File: src/rucs_pkg.sv
// Shared constants, types and field layouts of the update configuration sequencer.
package rucs_pkg;

  // Register bus geometry.
  localparam int ADDR_W = 4;
  localparam int DATA_W = 32;

  // Register offsets.
  localparam logic [3:0] REG_CTRL = 4'h0;
  localparam logic [3:0] REG_WDT = 4'h1;
  localparam logic [3:0] REG_STATUS = 4'h2;
  localparam logic [3:0] REG_IRQ_STAT = 4'h3;
  localparam logic [3:0] REG_IRQ_MASK = 4'h4;
  localparam logic [3:0] REG_KICK = 4'h5;

  // Control register field positions.
  localparam int CTRL_PAGE_LSB = 0;
  localparam int CTRL_WDEN_BIT = 3;
  localparam int CTRL_GO_BIT = 4;
  localparam int CTRL_RELOAD_BIT = 5;

  // Status register field positions.
  localparam int STAT_CAUSE_LSB = 0;
  localparam int STAT_PAGE_LSB = 2;
  localparam int STAT_APP_BIT = 5;
  localparam int STAT_LOCAL_BIT = 6;
  localparam int STAT_BADSCH_BIT = 7;

  // Interrupt status bit positions.
  localparam int IRQ_N = 3;
  localparam int IRQ_LOAD_ERR = 0;
  localparam int IRQ_WDT = 1;
  localparam int IRQ_APP_UP = 2;

  // Page addresses and reset values.
  localparam logic [2:0] FACTORY_PAGE = 3'h0;
  localparam logic [2:0] CTRL_PAGE_RST = 3'h1;
  localparam logic [15:0] WDT_TIMEOUT_RST = 16'h03e8;

  // Watchdog tick: one microsecond at the system clock rate.
  localparam int CLK_PERIOD_PS = 5000;
  localparam int WDT_TICK_NS = 1000;
  localparam int WDT_TICK_CYC = (WDT_TICK_NS * 1000 + CLK_PERIOD_PS - 1) / CLK_PERIOD_PS;

  // Reconfiguration cause codes.
  typedef enum logic [1:0] {
    CAUSE_NONE = 2'h0,
    CAUSE_LOAD_ERR = 2'h1,
    CAUSE_WDT = 2'h2,
    CAUSE_USER = 2'h3
  } rucs_cause_t;

  // Loading schemes.
  typedef enum logic [1:0] {
    SCH_SERIAL = 2'h0,
    SCH_PSYNC = 2'h1,
    SCH_PASYNC = 2'h2
  } rucs_scheme_t;

  // Load command toward the configuration source.
  typedef struct packed {
    logic req;
    logic [2:0] page;
    rucs_scheme_t scheme;
  } rucs_load_t;

  // Answer from the configuration source.
  typedef struct packed {
    logic done;
    logic err;
  } rucs_ans_t;

endpackage : rucs_pkg

File: src/rucs_wdog.sv
// User watchdog with microsecond prescaler and restart input.
`timescale 1ns/1ps
`default_nettype none
module rucs_wdog
  import rucs_pkg::*;
#(
  parameter int TICK_CYC = WDT_TICK_CYC
) (
  // Clock and reset.
  input wire logic i_sys_clk,
  input wire logic i_rst_n,
  // Control.
  input wire logic i_en,
  input wire logic i_kick,
  input wire logic [15:0] i_timeout,
  // Expiry pulse.
  output logic o_expire
);

  logic [15:0] pre_ff; // Prescaler toward one tick.
  logic [15:0] nxt_pre;
  logic [15:0] cnt_ff; // Elapsed ticks since the last restart.
  logic [15:0] nxt_cnt;
  logic exp_ff; // Registered expiry pulse.
  logic nxt_exp;
  logic tick; // One-cycle enable from the prescaler.
  logic [15:0] limit; // Timeout with zero treated as one tick.

  assign tick = (pre_ff == 16'(TICK_CYC - 1));
  assign limit = (i_timeout == 16'h0000) ? 16'h0001 : i_timeout;
  assign o_expire = exp_ff;

  // Next values; disable or restart clears both counters so a fresh timeout starts.
  always_comb
  begin
    nxt_pre = tick ? 16'h0000 : pre_ff + 16'h0001;
    nxt_cnt = cnt_ff;
    nxt_exp = 1'b0;
    if (!i_en || i_kick)
    begin
      nxt_pre = 16'h0000;
      nxt_cnt = 16'h0000;
    end
    else if (tick)
    begin
      // Expire once, then start counting again in case the reload is slow.
      if (cnt_ff + 16'h0001 >= limit)
      begin
        nxt_cnt = 16'h0000;
        nxt_exp = 1'b1;
      end
      else
      begin
        nxt_cnt = cnt_ff + 16'h0001;
      end
    end
  end

  // Registers only.
  always_ff @(posedge i_sys_clk or negedge i_rst_n)
  begin
    if (!i_rst_n)
    begin
      pre_ff <= 16'h0000;
      cnt_ff <= 16'h0000;
      exp_ff <= 1'b0;
    end
    else
    begin
      pre_ff <= nxt_pre;
      cnt_ff <= nxt_cnt;
      exp_ff <= nxt_exp;
    end
  end

endmodule : rucs_wdog
`default_nettype wire

File: src/rucs_irq.sv
// Sticky event status with write-one-to-clear, mask and one level interrupt.
`timescale 1ns/1ps
`default_nettype none
module rucs_irq
  import rucs_pkg::*;
#(
  parameter int N = IRQ_N
) (
  // Clock and reset.
  input wire logic i_sys_clk,
  input wire logic i_rst_n,
  // Events and software access.
  input wire logic [N-1:0] i_set,
  input wire logic i_stat_wr,
  input wire logic i_mask_wr,
  input wire logic [N-1:0] i_wdata,
  // State and interrupt.
  output logic [N-1:0] o_stat,
  output logic [N-1:0] o_mask,
  output logic o_irq
);

  logic [N-1:0] stat_ff; // Sticky event bits.
  logic [N-1:0] nxt_stat;
  logic [N-1:0] mask_ff; // One enables the bit onto the interrupt.
  logic [N-1:0] nxt_mask;

  // A new event in the clearing cycle survives, so set wins over clear.
  always_comb
  begin
    nxt_stat = stat_ff;
    if (i_stat_wr)
    begin
      nxt_stat = stat_ff & ~i_wdata;
    end
    nxt_stat = nxt_stat | i_set;
    nxt_mask = i_mask_wr ? i_wdata : mask_ff;
  end

  // Registers only.
  always_ff @(posedge i_sys_clk or negedge i_rst_n)
  begin
    if (!i_rst_n)
    begin
      stat_ff <= '0;
      mask_ff <= '0;
    end
    else
    begin
      stat_ff <= nxt_stat;
      mask_ff <= nxt_mask;
    end
  end

  assign o_stat = stat_ff;
  assign o_mask = mask_ff;
  assign o_irq = |(stat_ff & mask_ff);

endmodule : rucs_irq
`default_nettype wire

File: src/rucs_top.sv
// Update configuration sequencer: factory and application image loading with watchdog.
//
// Chosen here: the placing of the registers and strobed register access.
`timescale 1ns/1ps
`default_nettype none
// Behaviour
// RULE_01: Remote power-up loads factory page zero first.
// RULE_02: Page zero is never an update target.
// RULE_03: Failed application load records cause, reloads factory.
// RULE_04: Factory writes page, device loads that page.
// RULE_05: Factory chooses watchdog enable and timeout.
// RULE_06: Application keeps restarting the watchdog.
// RULE_07: Watchdog expiry records cause, reloads factory.
// RULE_08: Watchdog always off while factory runs.
// RULE_09: Good application load enters user mode.
// RULE_10: Factory reads cause, then writes next page.
// RULE_11: Application requests factory reload after update.
// RULE_12: Seven application pages, one to seven.
// RULE_13: Asynchronous parallel refused from paged memory.
// RULE_14: Local mode loads application page directly.
// RULE_15: Watchdog and load error causes differ.
module rucs_top
  import rucs_pkg::*;
#(
  parameter logic [2:0] LOCAL_PAGE = 3'h1,
  parameter int TICK_CYC = WDT_TICK_CYC
) (
  // Clock and reset.
  input wire logic i_sys_clk,
  input wire logic i_rst_n,
  // Straps, sampled once after reset release.
  input wire logic i_local_mode,
  input wire rucs_scheme_t i_scheme,
  input wire logic i_src_paged,
  // Register port.
  input wire logic [ADDR_W-1:0] i_addr,
  input wire logic [DATA_W-1:0] i_wdata,
  input wire logic i_wr,
  input wire logic i_rd,
  output logic [DATA_W-1:0] o_rdata,
  // Configuration source.
  output rucs_load_t o_load,
  input wire rucs_ans_t i_ans,
  // Device state.
  output logic o_user_mode,
  output logic o_app_run,
  output logic o_irq
);

  // Sequencer states.
  typedef enum logic [3:0] {
    ST_STRAP = 4'b0001,
    ST_LOAD = 4'b0010,
    ST_RUN = 4'b0100,
    ST_HALT = 4'b1000
  } rucs_state_t;

  rucs_state_t state_ff; // Sequencer state.
  rucs_state_t nxt_state;
  logic [2:0] page_ff; // Page being loaded or running.
  logic [2:0] nxt_page;
  logic app_ff; // Loaded image is an application.
  logic nxt_app;
  logic local_ff; // Local update mode strap.
  logic nxt_local;
  logic badsch_ff; // Scheme strap unusable with the source.
  logic nxt_badsch;
  rucs_scheme_t scheme_ff; // Scheme strap.
  rucs_scheme_t nxt_scheme;
  rucs_cause_t cause_ff; // Reason for the last reconfiguration.
  rucs_cause_t nxt_cause;
  logic armed_ff; // Watchdog enable captured for the running application.
  logic nxt_armed;
  logic [2:0] cpage_ff; // Next application page written by software.
  logic [2:0] nxt_cpage;
  logic wden_ff; // Watchdog enable written by software.
  logic nxt_wden;
  logic [15:0] tmo_ff; // Watchdog timeout in microseconds.
  logic [15:0] nxt_tmo;
  logic [DATA_W-1:0] rdata_ff; // Read data, valid the cycle after the strobe.
  logic [DATA_W-1:0] nxt_rdata;

  logic [IRQ_N-1:0] ev_set; // Event pulses toward the status bits.
  logic [IRQ_N-1:0] irq_stat;
  logic [IRQ_N-1:0] irq_mask;
  logic wd_en; // Watchdog running.
  logic wd_expire; // Watchdog timeout pulse.
  logic kick; // Watchdog restart write.
  logic ctrl_wr; // Control register write.
  logic go_ok; // Accepted request to load an application page.
  logic reload_req; // Request from the application to return to factory.

  // Checks a page request: only one to seven are application pages.
  function automatic logic page_valid(input logic [2:0] p);
    page_valid = (p != FACTORY_PAGE);
  endfunction : page_valid

  assign ctrl_wr = i_wr && (i_addr == REG_CTRL);
  assign kick = i_wr && (i_addr == REG_KICK);
  // Go is honoured only from the running factory image with an application page.
  assign go_ok = ctrl_wr && i_wdata[CTRL_GO_BIT] && (state_ff == ST_RUN) && !app_ff
    && page_valid(i_wdata[CTRL_PAGE_LSB +: 3]); // RULE_04 RULE_12 RULE_02
  assign reload_req = ctrl_wr && i_wdata[CTRL_RELOAD_BIT] && (state_ff == ST_RUN)
    && app_ff && !local_ff; // RULE_11
  // The factory image never runs under the watchdog, nor does a local image.
  assign wd_en = (state_ff == ST_RUN) && app_ff && armed_ff && !local_ff; // RULE_08

  // Control and timeout registers that the factory image programs.
  always_comb
  begin
    nxt_cpage = cpage_ff;
    nxt_wden = wden_ff;
    nxt_tmo = tmo_ff;
    if (ctrl_wr)
    begin
      // A page of zero is refused so the factory page cannot be chosen as an update.
      if (page_valid(i_wdata[CTRL_PAGE_LSB +: 3]))
      begin
        nxt_cpage = i_wdata[CTRL_PAGE_LSB +: 3]; // RULE_12
      end
      nxt_wden = i_wdata[CTRL_WDEN_BIT]; // RULE_05
    end
    if (i_wr && (i_addr == REG_WDT))
    begin
      nxt_tmo = i_wdata[15:0]; // RULE_05
    end
  end

  // Sequencer next state.
  always_comb
  begin
    nxt_state = state_ff;
    nxt_page = page_ff;
    nxt_app = app_ff;
    nxt_local = local_ff;
    nxt_badsch = badsch_ff;
    nxt_scheme = scheme_ff;
    nxt_cause = cause_ff;
    nxt_armed = armed_ff;
    ev_set = '0;
    case (state_ff)
      ST_STRAP:
      begin
        // Straps are caught here, after release, not under the reset.
        nxt_local = i_local_mode;
        nxt_scheme = i_scheme;
        nxt_badsch = (i_scheme == SCH_PASYNC) && i_src_paged; // RULE_13
        if (!(i_scheme inside {SCH_SERIAL, SCH_PSYNC, SCH_PASYNC}) ||
            ((i_scheme == SCH_PASYNC) && i_src_paged))
        begin
          nxt_badsch = 1'b1;
          nxt_state = ST_HALT; // RULE_13
        end
        else if (i_local_mode)
        begin
          nxt_page = LOCAL_PAGE; // RULE_14
          nxt_app = 1'b1;
          nxt_state = ST_LOAD;
        end
        else
        begin
          nxt_page = FACTORY_PAGE; // RULE_01
          nxt_app = 1'b0;
          nxt_state = ST_LOAD;
        end
      end
      ST_LOAD:
      begin
        // An error beats a done that arrives in the same cycle.
        if (i_ans.err)
        begin
          ev_set[IRQ_LOAD_ERR] = 1'b1;
          if (app_ff && !local_ff)
          begin
            nxt_cause = CAUSE_LOAD_ERR; // RULE_03 RULE_15
            nxt_page = FACTORY_PAGE; // RULE_03
            nxt_app = 1'b0;
          end
          // A failing factory or local image is simply retried; nothing else can run.
        end
        else if (i_ans.done)
        begin
          nxt_state = ST_RUN; // RULE_09
          ev_set[IRQ_APP_UP] = app_ff;
        end
      end
      ST_RUN:
      begin
        if (wd_expire && wd_en)
        begin
          ev_set[IRQ_WDT] = 1'b1;
          nxt_cause = CAUSE_WDT; // RULE_07 RULE_15
          nxt_page = FACTORY_PAGE; // RULE_07
          nxt_app = 1'b0;
          nxt_state = ST_LOAD;
        end
        else if (reload_req)
        begin
          nxt_cause = CAUSE_USER; // RULE_11
          nxt_page = FACTORY_PAGE;
          nxt_app = 1'b0;
          nxt_state = ST_LOAD;
        end
        else if (go_ok)
        begin
          // The enable is frozen at launch so the application cannot switch it off.
          nxt_page = i_wdata[CTRL_PAGE_LSB +: 3]; // RULE_04
          nxt_armed = i_wdata[CTRL_WDEN_BIT]; // RULE_05
          nxt_app = 1'b1;
          nxt_state = ST_LOAD;
        end
      end
      ST_HALT:
      begin
        // No legal scheme: stay idle until the next reset.
        nxt_state = ST_HALT;
      end
      default:
      begin
        nxt_state = ST_STRAP;
      end
    endcase
  end

  // Read mux; unmapped offsets read as zero.
  always_comb
  begin
    nxt_rdata = '0;
    if (i_rd)
    begin
      case (i_addr)
        REG_CTRL: nxt_rdata = {26'h0, 1'b0, 1'b0, wden_ff, cpage_ff};
        REG_WDT: nxt_rdata = {16'h0000, tmo_ff};
        REG_STATUS: nxt_rdata = {24'h0, badsch_ff, local_ff, app_ff, page_ff, cause_ff}; // RULE_10
        REG_IRQ_STAT: nxt_rdata = {29'h0, irq_stat};
        REG_IRQ_MASK: nxt_rdata = {29'h0, irq_mask};
        default: nxt_rdata = '0;
      endcase
    end
  end

  // Registers only.
  always_ff @(posedge i_sys_clk or negedge i_rst_n)
  begin
    if (!i_rst_n)
    begin
      state_ff <= ST_STRAP;
      page_ff <= FACTORY_PAGE;
      app_ff <= 1'b0;
      local_ff <= 1'b0;
      badsch_ff <= 1'b0;
      scheme_ff <= SCH_SERIAL;
      cause_ff <= CAUSE_NONE;
      armed_ff <= 1'b0;
      cpage_ff <= CTRL_PAGE_RST;
      wden_ff <= 1'b0;
      tmo_ff <= WDT_TIMEOUT_RST;
      rdata_ff <= '0;
    end
    else
    begin
      state_ff <= nxt_state;
      page_ff <= nxt_page;
      app_ff <= nxt_app;
      local_ff <= nxt_local;
      badsch_ff <= nxt_badsch;
      scheme_ff <= nxt_scheme;
      cause_ff <= nxt_cause;
      armed_ff <= nxt_armed;
      cpage_ff <= nxt_cpage;
      wden_ff <= nxt_wden;
      tmo_ff <= nxt_tmo;
      rdata_ff <= nxt_rdata;
    end
  end

  // Watchdog, restarted by the application through the kick register.
  rucs_wdog #(
    .TICK_CYC(TICK_CYC)
  ) u_wdog (
    .i_sys_clk(i_sys_clk),
    .i_rst_n(i_rst_n),
    .i_en(wd_en),
    .i_kick(kick), // RULE_06
    .i_timeout(tmo_ff),
    .o_expire(wd_expire)
  );

  // Event status, mask and interrupt.
  rucs_irq #(
    .N(IRQ_N)
  ) u_irq (
    .i_sys_clk(i_sys_clk),
    .i_rst_n(i_rst_n),
    .i_set(ev_set),
    .i_stat_wr(i_wr && (i_addr == REG_IRQ_STAT)),
    .i_mask_wr(i_wr && (i_addr == REG_IRQ_MASK)),
    .i_wdata(i_wdata[IRQ_N-1:0]),
    .o_stat(irq_stat),
    .o_mask(irq_mask),
    .o_irq(o_irq)
  );

  assign o_rdata = rdata_ff;
  // One driver for the whole load command keeps the struct a single net for strict tools.
  assign o_load = '{req: (state_ff == ST_LOAD), page: page_ff, scheme: scheme_ff};
  assign o_user_mode = (state_ff == ST_RUN);
  assign o_app_run = (state_ff == ST_RUN) && app_ff;
endmodule : rucs_top
`default_nettype wire

File: config.mk
export PLATFORM = sky130hd
export DESIGN_NAME = rucs_top
export DESIGN_NICKNAME = d
export VERILOG_FILES = /design/src/rucs_pkg.sv /design/src/rucs_wdog.sv /design/src/rucs_irq.sv /design/src/rucs_top.sv
export SDC_FILE = /design/constraint.sdc
export NUM_CORES = 1
export LEC_CHECK = 0
export BUFFER_PORTS_ARGS = -buffer_cell sky130_fd_sc_hd__buf_2
export CORE_MARGIN = 2
export CORE_UTILIZATION = 40
export CTS_CLUSTER_DIAMETER = 50
export CTS_CLUSTER_SIZE = 40
export DETAILED_ROUTE_END_ITERATION = 10
export PLACE_DENSITY = 0.6
export SETUP_SLACK_MARGIN = 0.4
export SYNTH_ARGS = -nofsm -noshare
export SYNTH_HDL_FRONTEND = slang
export SYNTH_SLANG_ARGS = --single-unit
export TNS_END_PERCENT = 50
File: constraint.sdc
create_clock -name i_sys_clk -period 7.1 [get_ports i_sys_clk]
set_input_delay 0.71 -clock i_sys_clk [delete_from_list [all_inputs] [get_ports i_sys_clk]]
set_output_delay 0.71 -clock i_sys_clk [all_outputs]
set_load 0.02 [all_outputs]
# --- After elaboration in Yosys (flattened, before gate mapping) ---
# Index checks and enable logic that the tools add are counted.
totals:
  wordCells: 132
  reg_bits: 106
  mem_count: 0
  output_inout_bits: 41
  latchBits: 0
  ramBits: 0
  rom_bits: 0
op_classes:
  add_sub_neg: 2
  order_cmp: 1
  n_div: 0
  n_shift: 0
  reduce_logical: 39
  n_mux: 48
  bitwise_logic: 6
  eq_ne: 19
  multipliers: 0
ops:
  columns: ["operator", "count"]
  rows:
  - ["$mux 16", 6]
  - ["$pmux 16 s5", 1]
  - ["$add 16x1->16 const B", 2]
  - ["$mux 32", 1]
  - ["$mux 4", 6]
  - ["$mux 3", 7]
  - ["$logic_and 1x1->1", 19]
  - ["$mux 1", 19]
  - ["$eq 16x8->1 const B", 1]
  - ["$ge 16x16->1", 1]
  - ["$logic_not 16->1", 1]
  - ["$pmux 4 s4", 1]
  - ["$eq 4x2->1 const B", 3]
  - ["$eq 4x3->1 const B", 3]
  - ["$pmux 3 s3", 1]
  - ["$reduce_bool 3->1", 3]
  - ["$eq 4x1->1 const B", 2]
  - ["$mux 2", 4]
  - ["$reduce_and 4->1", 2]
  - ["$and 3x3->3", 2]
  - ["$ne 2x1->1 const B", 3]
  - ["$reduce_and 5->1", 1]
  - ["$eq 4x4->1 const B", 1]
  - ["$logic_not 1->1", 4]
  - ["other kinds (17)", 21]

# --- Depth between registers and ports, before layout ---
depth:
  ltp_word: 10
  mapped_depth: 12
  ltp_nobuf: 11

# --- By module ---
# A second synthesis with hierarchy kept.
hier_totals:
  hier_cells: 451
  hier_area_um2: 4822.1
modules_own_cells:
  columns: ["mod", "seq_area_each_um2", "area_per_inst_um2", "n_inst", "cells_each"]
  rows:
  - ["rucs_top", 1286.2, 2469.9, 1, 213]
  - ["rucs_wdog", 825.8, 2120.8, 1, 221]
  - ["rucs_irq", 150.1, 231.5, 1, 17]

# --- Worst setup path after synthesis ---
# Ideal clock, no wire load.
synth_timing:
  path_kind: "flip-flop to flip-flop"
  start: "register u_wdog.cnt_ff[2]"
  end: "register u_wdog.cnt_ff[15]"
  required_time_ps: 7020
  period_less_slack_ps: 3096
  arrival_time_ps: 3016
  setup_time_ps: 80
  path_slack_ps: 4004
  path_stages_with_launch: 12
  path_cell_list: "dfrtp_1 > and3_1 > and4_1 > and4_1 > or2_2 > ha_1 > a21o_1 > a21o_1 > a2111oi_4 > clkbuf_1 > o2111ai_1 > o211ai_2"
synth_via:
  elab_chain_len: 5
synth_lines:
  columns: ["item", "line_no", "text"]
  rows:
  - ["start: declaration", "rucs_wdog.sv:22", "logic [15:0] cnt_ff;"]
  - ["start signal: assignment", "rucs_wdog.sv:71", "cnt_ff <= nxt_cnt;"]
  - ["$add 16x1->16 (*)", "rucs_wdog.sv:47, rucs_wdog.sv:54", null]
  - ["$ge 16x16->1", "rucs_wdog.sv:47", "if (cnt_ff + 16'h0001 >= limit)"]
  - ["$mux 16 (*)", "rucs_wdog.sv:47", null]
  - ["$mux 16 (*)", "rucs_wdog.sv:44", "else if (tick)"]
  - ["$mux 16 (*)", "rucs_wdog.sv:39", "if (!i_en || i_kick)"]
# Mark *: on every way between the ends. The rest lies on a longest branch, timed or not. The select of a mux whose other input is x is not followed.
# A chain may end at the register's enable or synchronous reset.

# --- Worst setup path after layout ---
layout_timing:
  start: "register u_wdog.cnt_ff[2]"
  end: "register u_wdog.cnt_ff[8]"
# Same word-level chain as after synthesis.

==> impl_metrics.py <==
metrics = {
    "setup_path": {
        "slowest_delay_ns": 0.85,
        "crit_path_frequent_cell": "sky130_fd_sc_hd__a21o_1",
        "worstPathArrival_ns": 4.03,
        "worst_path_dominant_cell_family": "compound AO/OA/AOI/OAI gates",
        "path_cells": "and3_1 -> and4_1 -> a31oi_1 -> or2_2 -> ha_1 -> a21o_1 -> a21o_1 -> a2111oi_4 -> o211ai_4 -> o21ai_0",
        "path_max_fanout": 14,
        "crit_path_end_kind": "flip-flop",
        "critPathRequiredTime_ns": 7.35,
        "timing.critical_path.buf_inv": 0,
        "critical-path-slowest-cell": "sky130_fd_sc_hd__a2111oi_4",
        "critical_path_class": "flip-flop to flip-flop",
        "cp-start-kind": "flip-flop",
    },
    "clock_tree": {
        "clk_path_buf_depth": 2,
        "clkLatencyLatePin_ns": 0.34,
        "cts_repair_resize_count": 0,
        "post_cts_repair_setup_buffers": 0,
        "cts_tree": "done",
        "cts_num_sinks": 90,
        "clkTransAtPathRegs_ns": 0.07,
        "ctsRootBufferMaster": "sky130_fd_sc_hd__clkbuf_16",
        "cts-buffers-inserted": 9,
        "cts.hold.buffers_added": 0,
        "clock_tree.htree_level_count": 3,
    },
    "sta": {
        "setup_total_negative_slack_ns": 0,
        "finalCritPeriodShare_pct": 53.3,
        "post-route-min-period_ns": 3.79,
        "maxSlewViolCount": 0,
        "rsz0062_at_grt": "false",
        "max_slew.worst_pin.slew_ns": 1.00,
        "fmax_mhz": 264,
        "timing.slew.headroom_pct": 32.7,
        "setup_violations": 0,
        "final_clock_skew_ns": 0.00710,
        "report.final.hold_viol_count": 0,
    },
    "place": {
        "place.port_buffers": 54,
        "placement.cell_area_um2": 5370,
        "gp_congestion": 0.825,
        "detailedPlacementHpwl_mm": 8.08,
    },
    "synthesis": {
        "warnings_synthesis": 0,
        "synth.top_cells.by_area": "sky130_fd_sc_hd__dfrtp_1, sky130_fd_sc_hd__mux2_2, sky130_fd_sc_hd__ha_1",
        "post_synth_num_cell_types": 65,
        "synthTopCellsByCount": "sky130_fd_sc_hd__dfrtp_1, sky130_fd_sc_hd__nand2_1, sky130_fd_sc_hd__nor2_1, sky130_fd_sc_hd__inv_1",
        "synthMostInstantiatedCell": "sky130_fd_sc_hd__dfrtp_1",
        "postSynthAreaPerCell_um2": 10.2,
        "synth-main-ff-cell": "sky130_fd_sc_hd__dfrtp_1",
        "syn_inst": 493,
        "number_of_enable_type_register_cells_in_the_synthesized_netlist": 0,
        "post-synth-top-area-fraction_pct": 40.9,
        "synth.largest_area_cell": "sky130_fd_sc_hd__dfrtp_1",
        "flip_flop_and_latch_count_after_synthesis": 90,
        "synth_seq_area_share_pct": 45.1,
        "async_reset_ff_share_pct": 100,
        "synthesized_area_um2": 5010,
    },
    "drt": {
        "vias": 3790,
        "wl_mm": 11.0,
        "drt_first_pass_iters": 5,
        "drc": 0,
        "drtIter0Drc": 216,
        "routed_wire_length_per_instance_um": 15.4,
        "ant_nets": 0,
        "viasPerCell": 5.29,
    },
    "power_and_ir_drop": {
        "ir_drop_v": 0.000273,
        "power.density_cell_area_nw_per_um2": 254,
        "static-leakage-power_nw": 2.68,
    },
    "finish": {
        "syn2layout_area_growth_pct": 13.5,
        "final_area_um2": 5690,
        "fillCellCount": 1186,
        "layout-drive-gt1-share_pct": 23.7,
        "antenna_cells_inserted": 0,
        "layout.nets": 607,
    },
    "global_route": {
        "vias_in_the_first_global_route": 3606,
        "globalRouteTotalUtil_pct": 17.3,
        "grt_max_degree": 48,
        "grt_pass1_wl_mm": 18.2,
        "grt_remaining_overflow": 0,
        "antenna_found_initial": 0,
    },
    "floorplanning": {
        "dieHeight_um": 116,
        "io-pin-count": 87,
        "start_util_pct": 41.4,
        "num_rows": 40,
        "design.core.area_um2": 12100,
        "die_width_um": 116,
        "die_area_um2": 13400,
    },
    "status": {
        "outcome": "finished, final reports clean",
    },
    "run": {
        "number_of_violations_of_the_max_capacitance_limit": 0,
    },
    "min_path": {
        "worstHoldPathType": "input pin to async pin",
    },
}
cell type report:
| type | count | area (um^2) | area share [%] |
|---|---|---|---|
| repair buffers | 56 | 288 | 5.06 |
| flip-flops and latches | 90 | 2260 | 39.8 |
| inverters | 31 | 116 | 2.05 |
| well taps | 168 | 210 | 3.70 |
| clock inverters | 5 | 78.8 | 1.39 |
| multi-input cells | 355 | 2490 | 43.8 |
| clock buffers | 11 | 243 | 4.27 |
layer usage:
metal	vias to the layer above	wire (um)	GRT usage, %
met4	0	127	4.76
met5	-	0	0
met1	1839	5350	25.3
met3	14	470	3.35
met2	94	5090	26.3
li1	1843	-	-
cell usage in the layout, fill, tap and decap left out, drive strengths merged, types with 6 or more instances in the layout:
| cell type | netlist | routed |
|---|---|---|
| nand2 | 51 | 51 |
| clkbuf | 11 | 11 |
| ha | 18 | 18 |
| mux2 | 22 | 22 |
| nor2 | 34 | 34 |
| nand4 | 6 | 6 |
| nor2b | 6 | 6 |
| o211ai | 11 | 11 |
| dfrtp | 82 | 82 |
| xnor2 | 16 | 16 |
| nor4 | 8 | 8 |
| a22oi | 7 | 7 |
| conb | 1 | 16 |
| and2 | 6 | 6 |
| nand3 | 14 | 14 |
| dfstp | 8 | 8 |
| o21ai | 25 | 25 |
| nor3 | 12 | 12 |
| or3 | 6 | 6 |
| inv | 31 | 31 |
| o2111ai | 12 | 12 |
| xor2 | 8 | 8 |
| a21oi | 13 | 13 |
| and3 | 14 | 14 |
| buf | 21 | 56 |
sequential cells by signal, indices dropped and copies added, names as in the netlist, 2 cells and up:
| signal | cells |
|---|---|
| u_irq.o_mask | 3 |
| tmo_ff | 16 |
| u_wdog.cnt_ff | 16 |
| cause_ff | 2 |
| page_ff | 3 |
| cpage_ff | 3 |
| scheme_ff | 2 |
| state_ff | 4 |
| o_rdata | 16 |
| u_irq.o_stat | 3 |
| u_wdog.pre_ff | 16 |
power by group:
group          total [mW]  switching (mW)  internal (mW)
Sequential          0.666          0.0774          0.589
Combinational       0.264           0.147          0.117
Clock               0.513           0.196          0.318
Total                1.44           0.420           1.02
through the flow:
step	utilization (%)	std cells	total power, mW	setup WS [ns]	hold WS [ns]
after floorplan	-	508	0.850	4.00	0.414
after global placement	44.3	700	0.933	3.38	0.482
after detailed placement	44.3	700	0.942	3.29	0.487
after CTS	47.0	716	1.46	3.27	0.385
after global routing	47.0	716	1.52	2.98	0.413
final	47.0	716	1.44	3.31	0.364
worst register-to-register path, stage by stage, from the launching register on:
cell,delay [ns]
sky130_fd_sc_hd__dfrtp_1,0.45
sky130_fd_sc_hd__and3_1,0.29
sky130_fd_sc_hd__and4_1,0.29
sky130_fd_sc_hd__a31oi_1,0.12
sky130_fd_sc_hd__or2_2,0.33
sky130_fd_sc_hd__ha_1,0.32
sky130_fd_sc_hd__a21o_1,0.18
sky130_fd_sc_hd__a21o_1,0.20
sky130_fd_sc_hd__a2111oi_4,0.85
sky130_fd_sc_hd__o211ai_4,0.39
sky130_fd_sc_hd__o21ai_0,0.27
kinds of logic (layout without fill, tap and decap cells):
kind of cell,count (synthesis),count (layout),share of synthesized area [%]
compound gates,94,94,15.0
xor+xnor,24,24,4.19
fa+ha+maj,18,18,4.49
buf+inv,63,103,6.34
flops,90,90,45.1
mux,23,23,5.14
other cells,1,16,0.0748
simple gates,180,180,19.6
final timing paths:
path                             startpoint                to  slack (ns)  depth (start not counted)
setup / recovery           u_wdog.cnt_ff[2]  u_wdog.cnt_ff[8]        3.31                         10
hold / removal                      i_rst_n  u_wdog.cnt_ff[8]        0.36                          1
setup reg to reg           u_wdog.cnt_ff[2]  u_wdog.cnt_ff[8]        3.31                         10
hold reg to reg            u_wdog.pre_ff[0]  u_wdog.pre_ff[0]        0.49                          1
max in group asynchronous           i_rst_n            app_ff        5.74                          2
min in group i_sys_clk     u_wdog.pre_ff[0]  u_wdog.pre_ff[0]        0.49                          1
(Power assumes the default switching activity.)
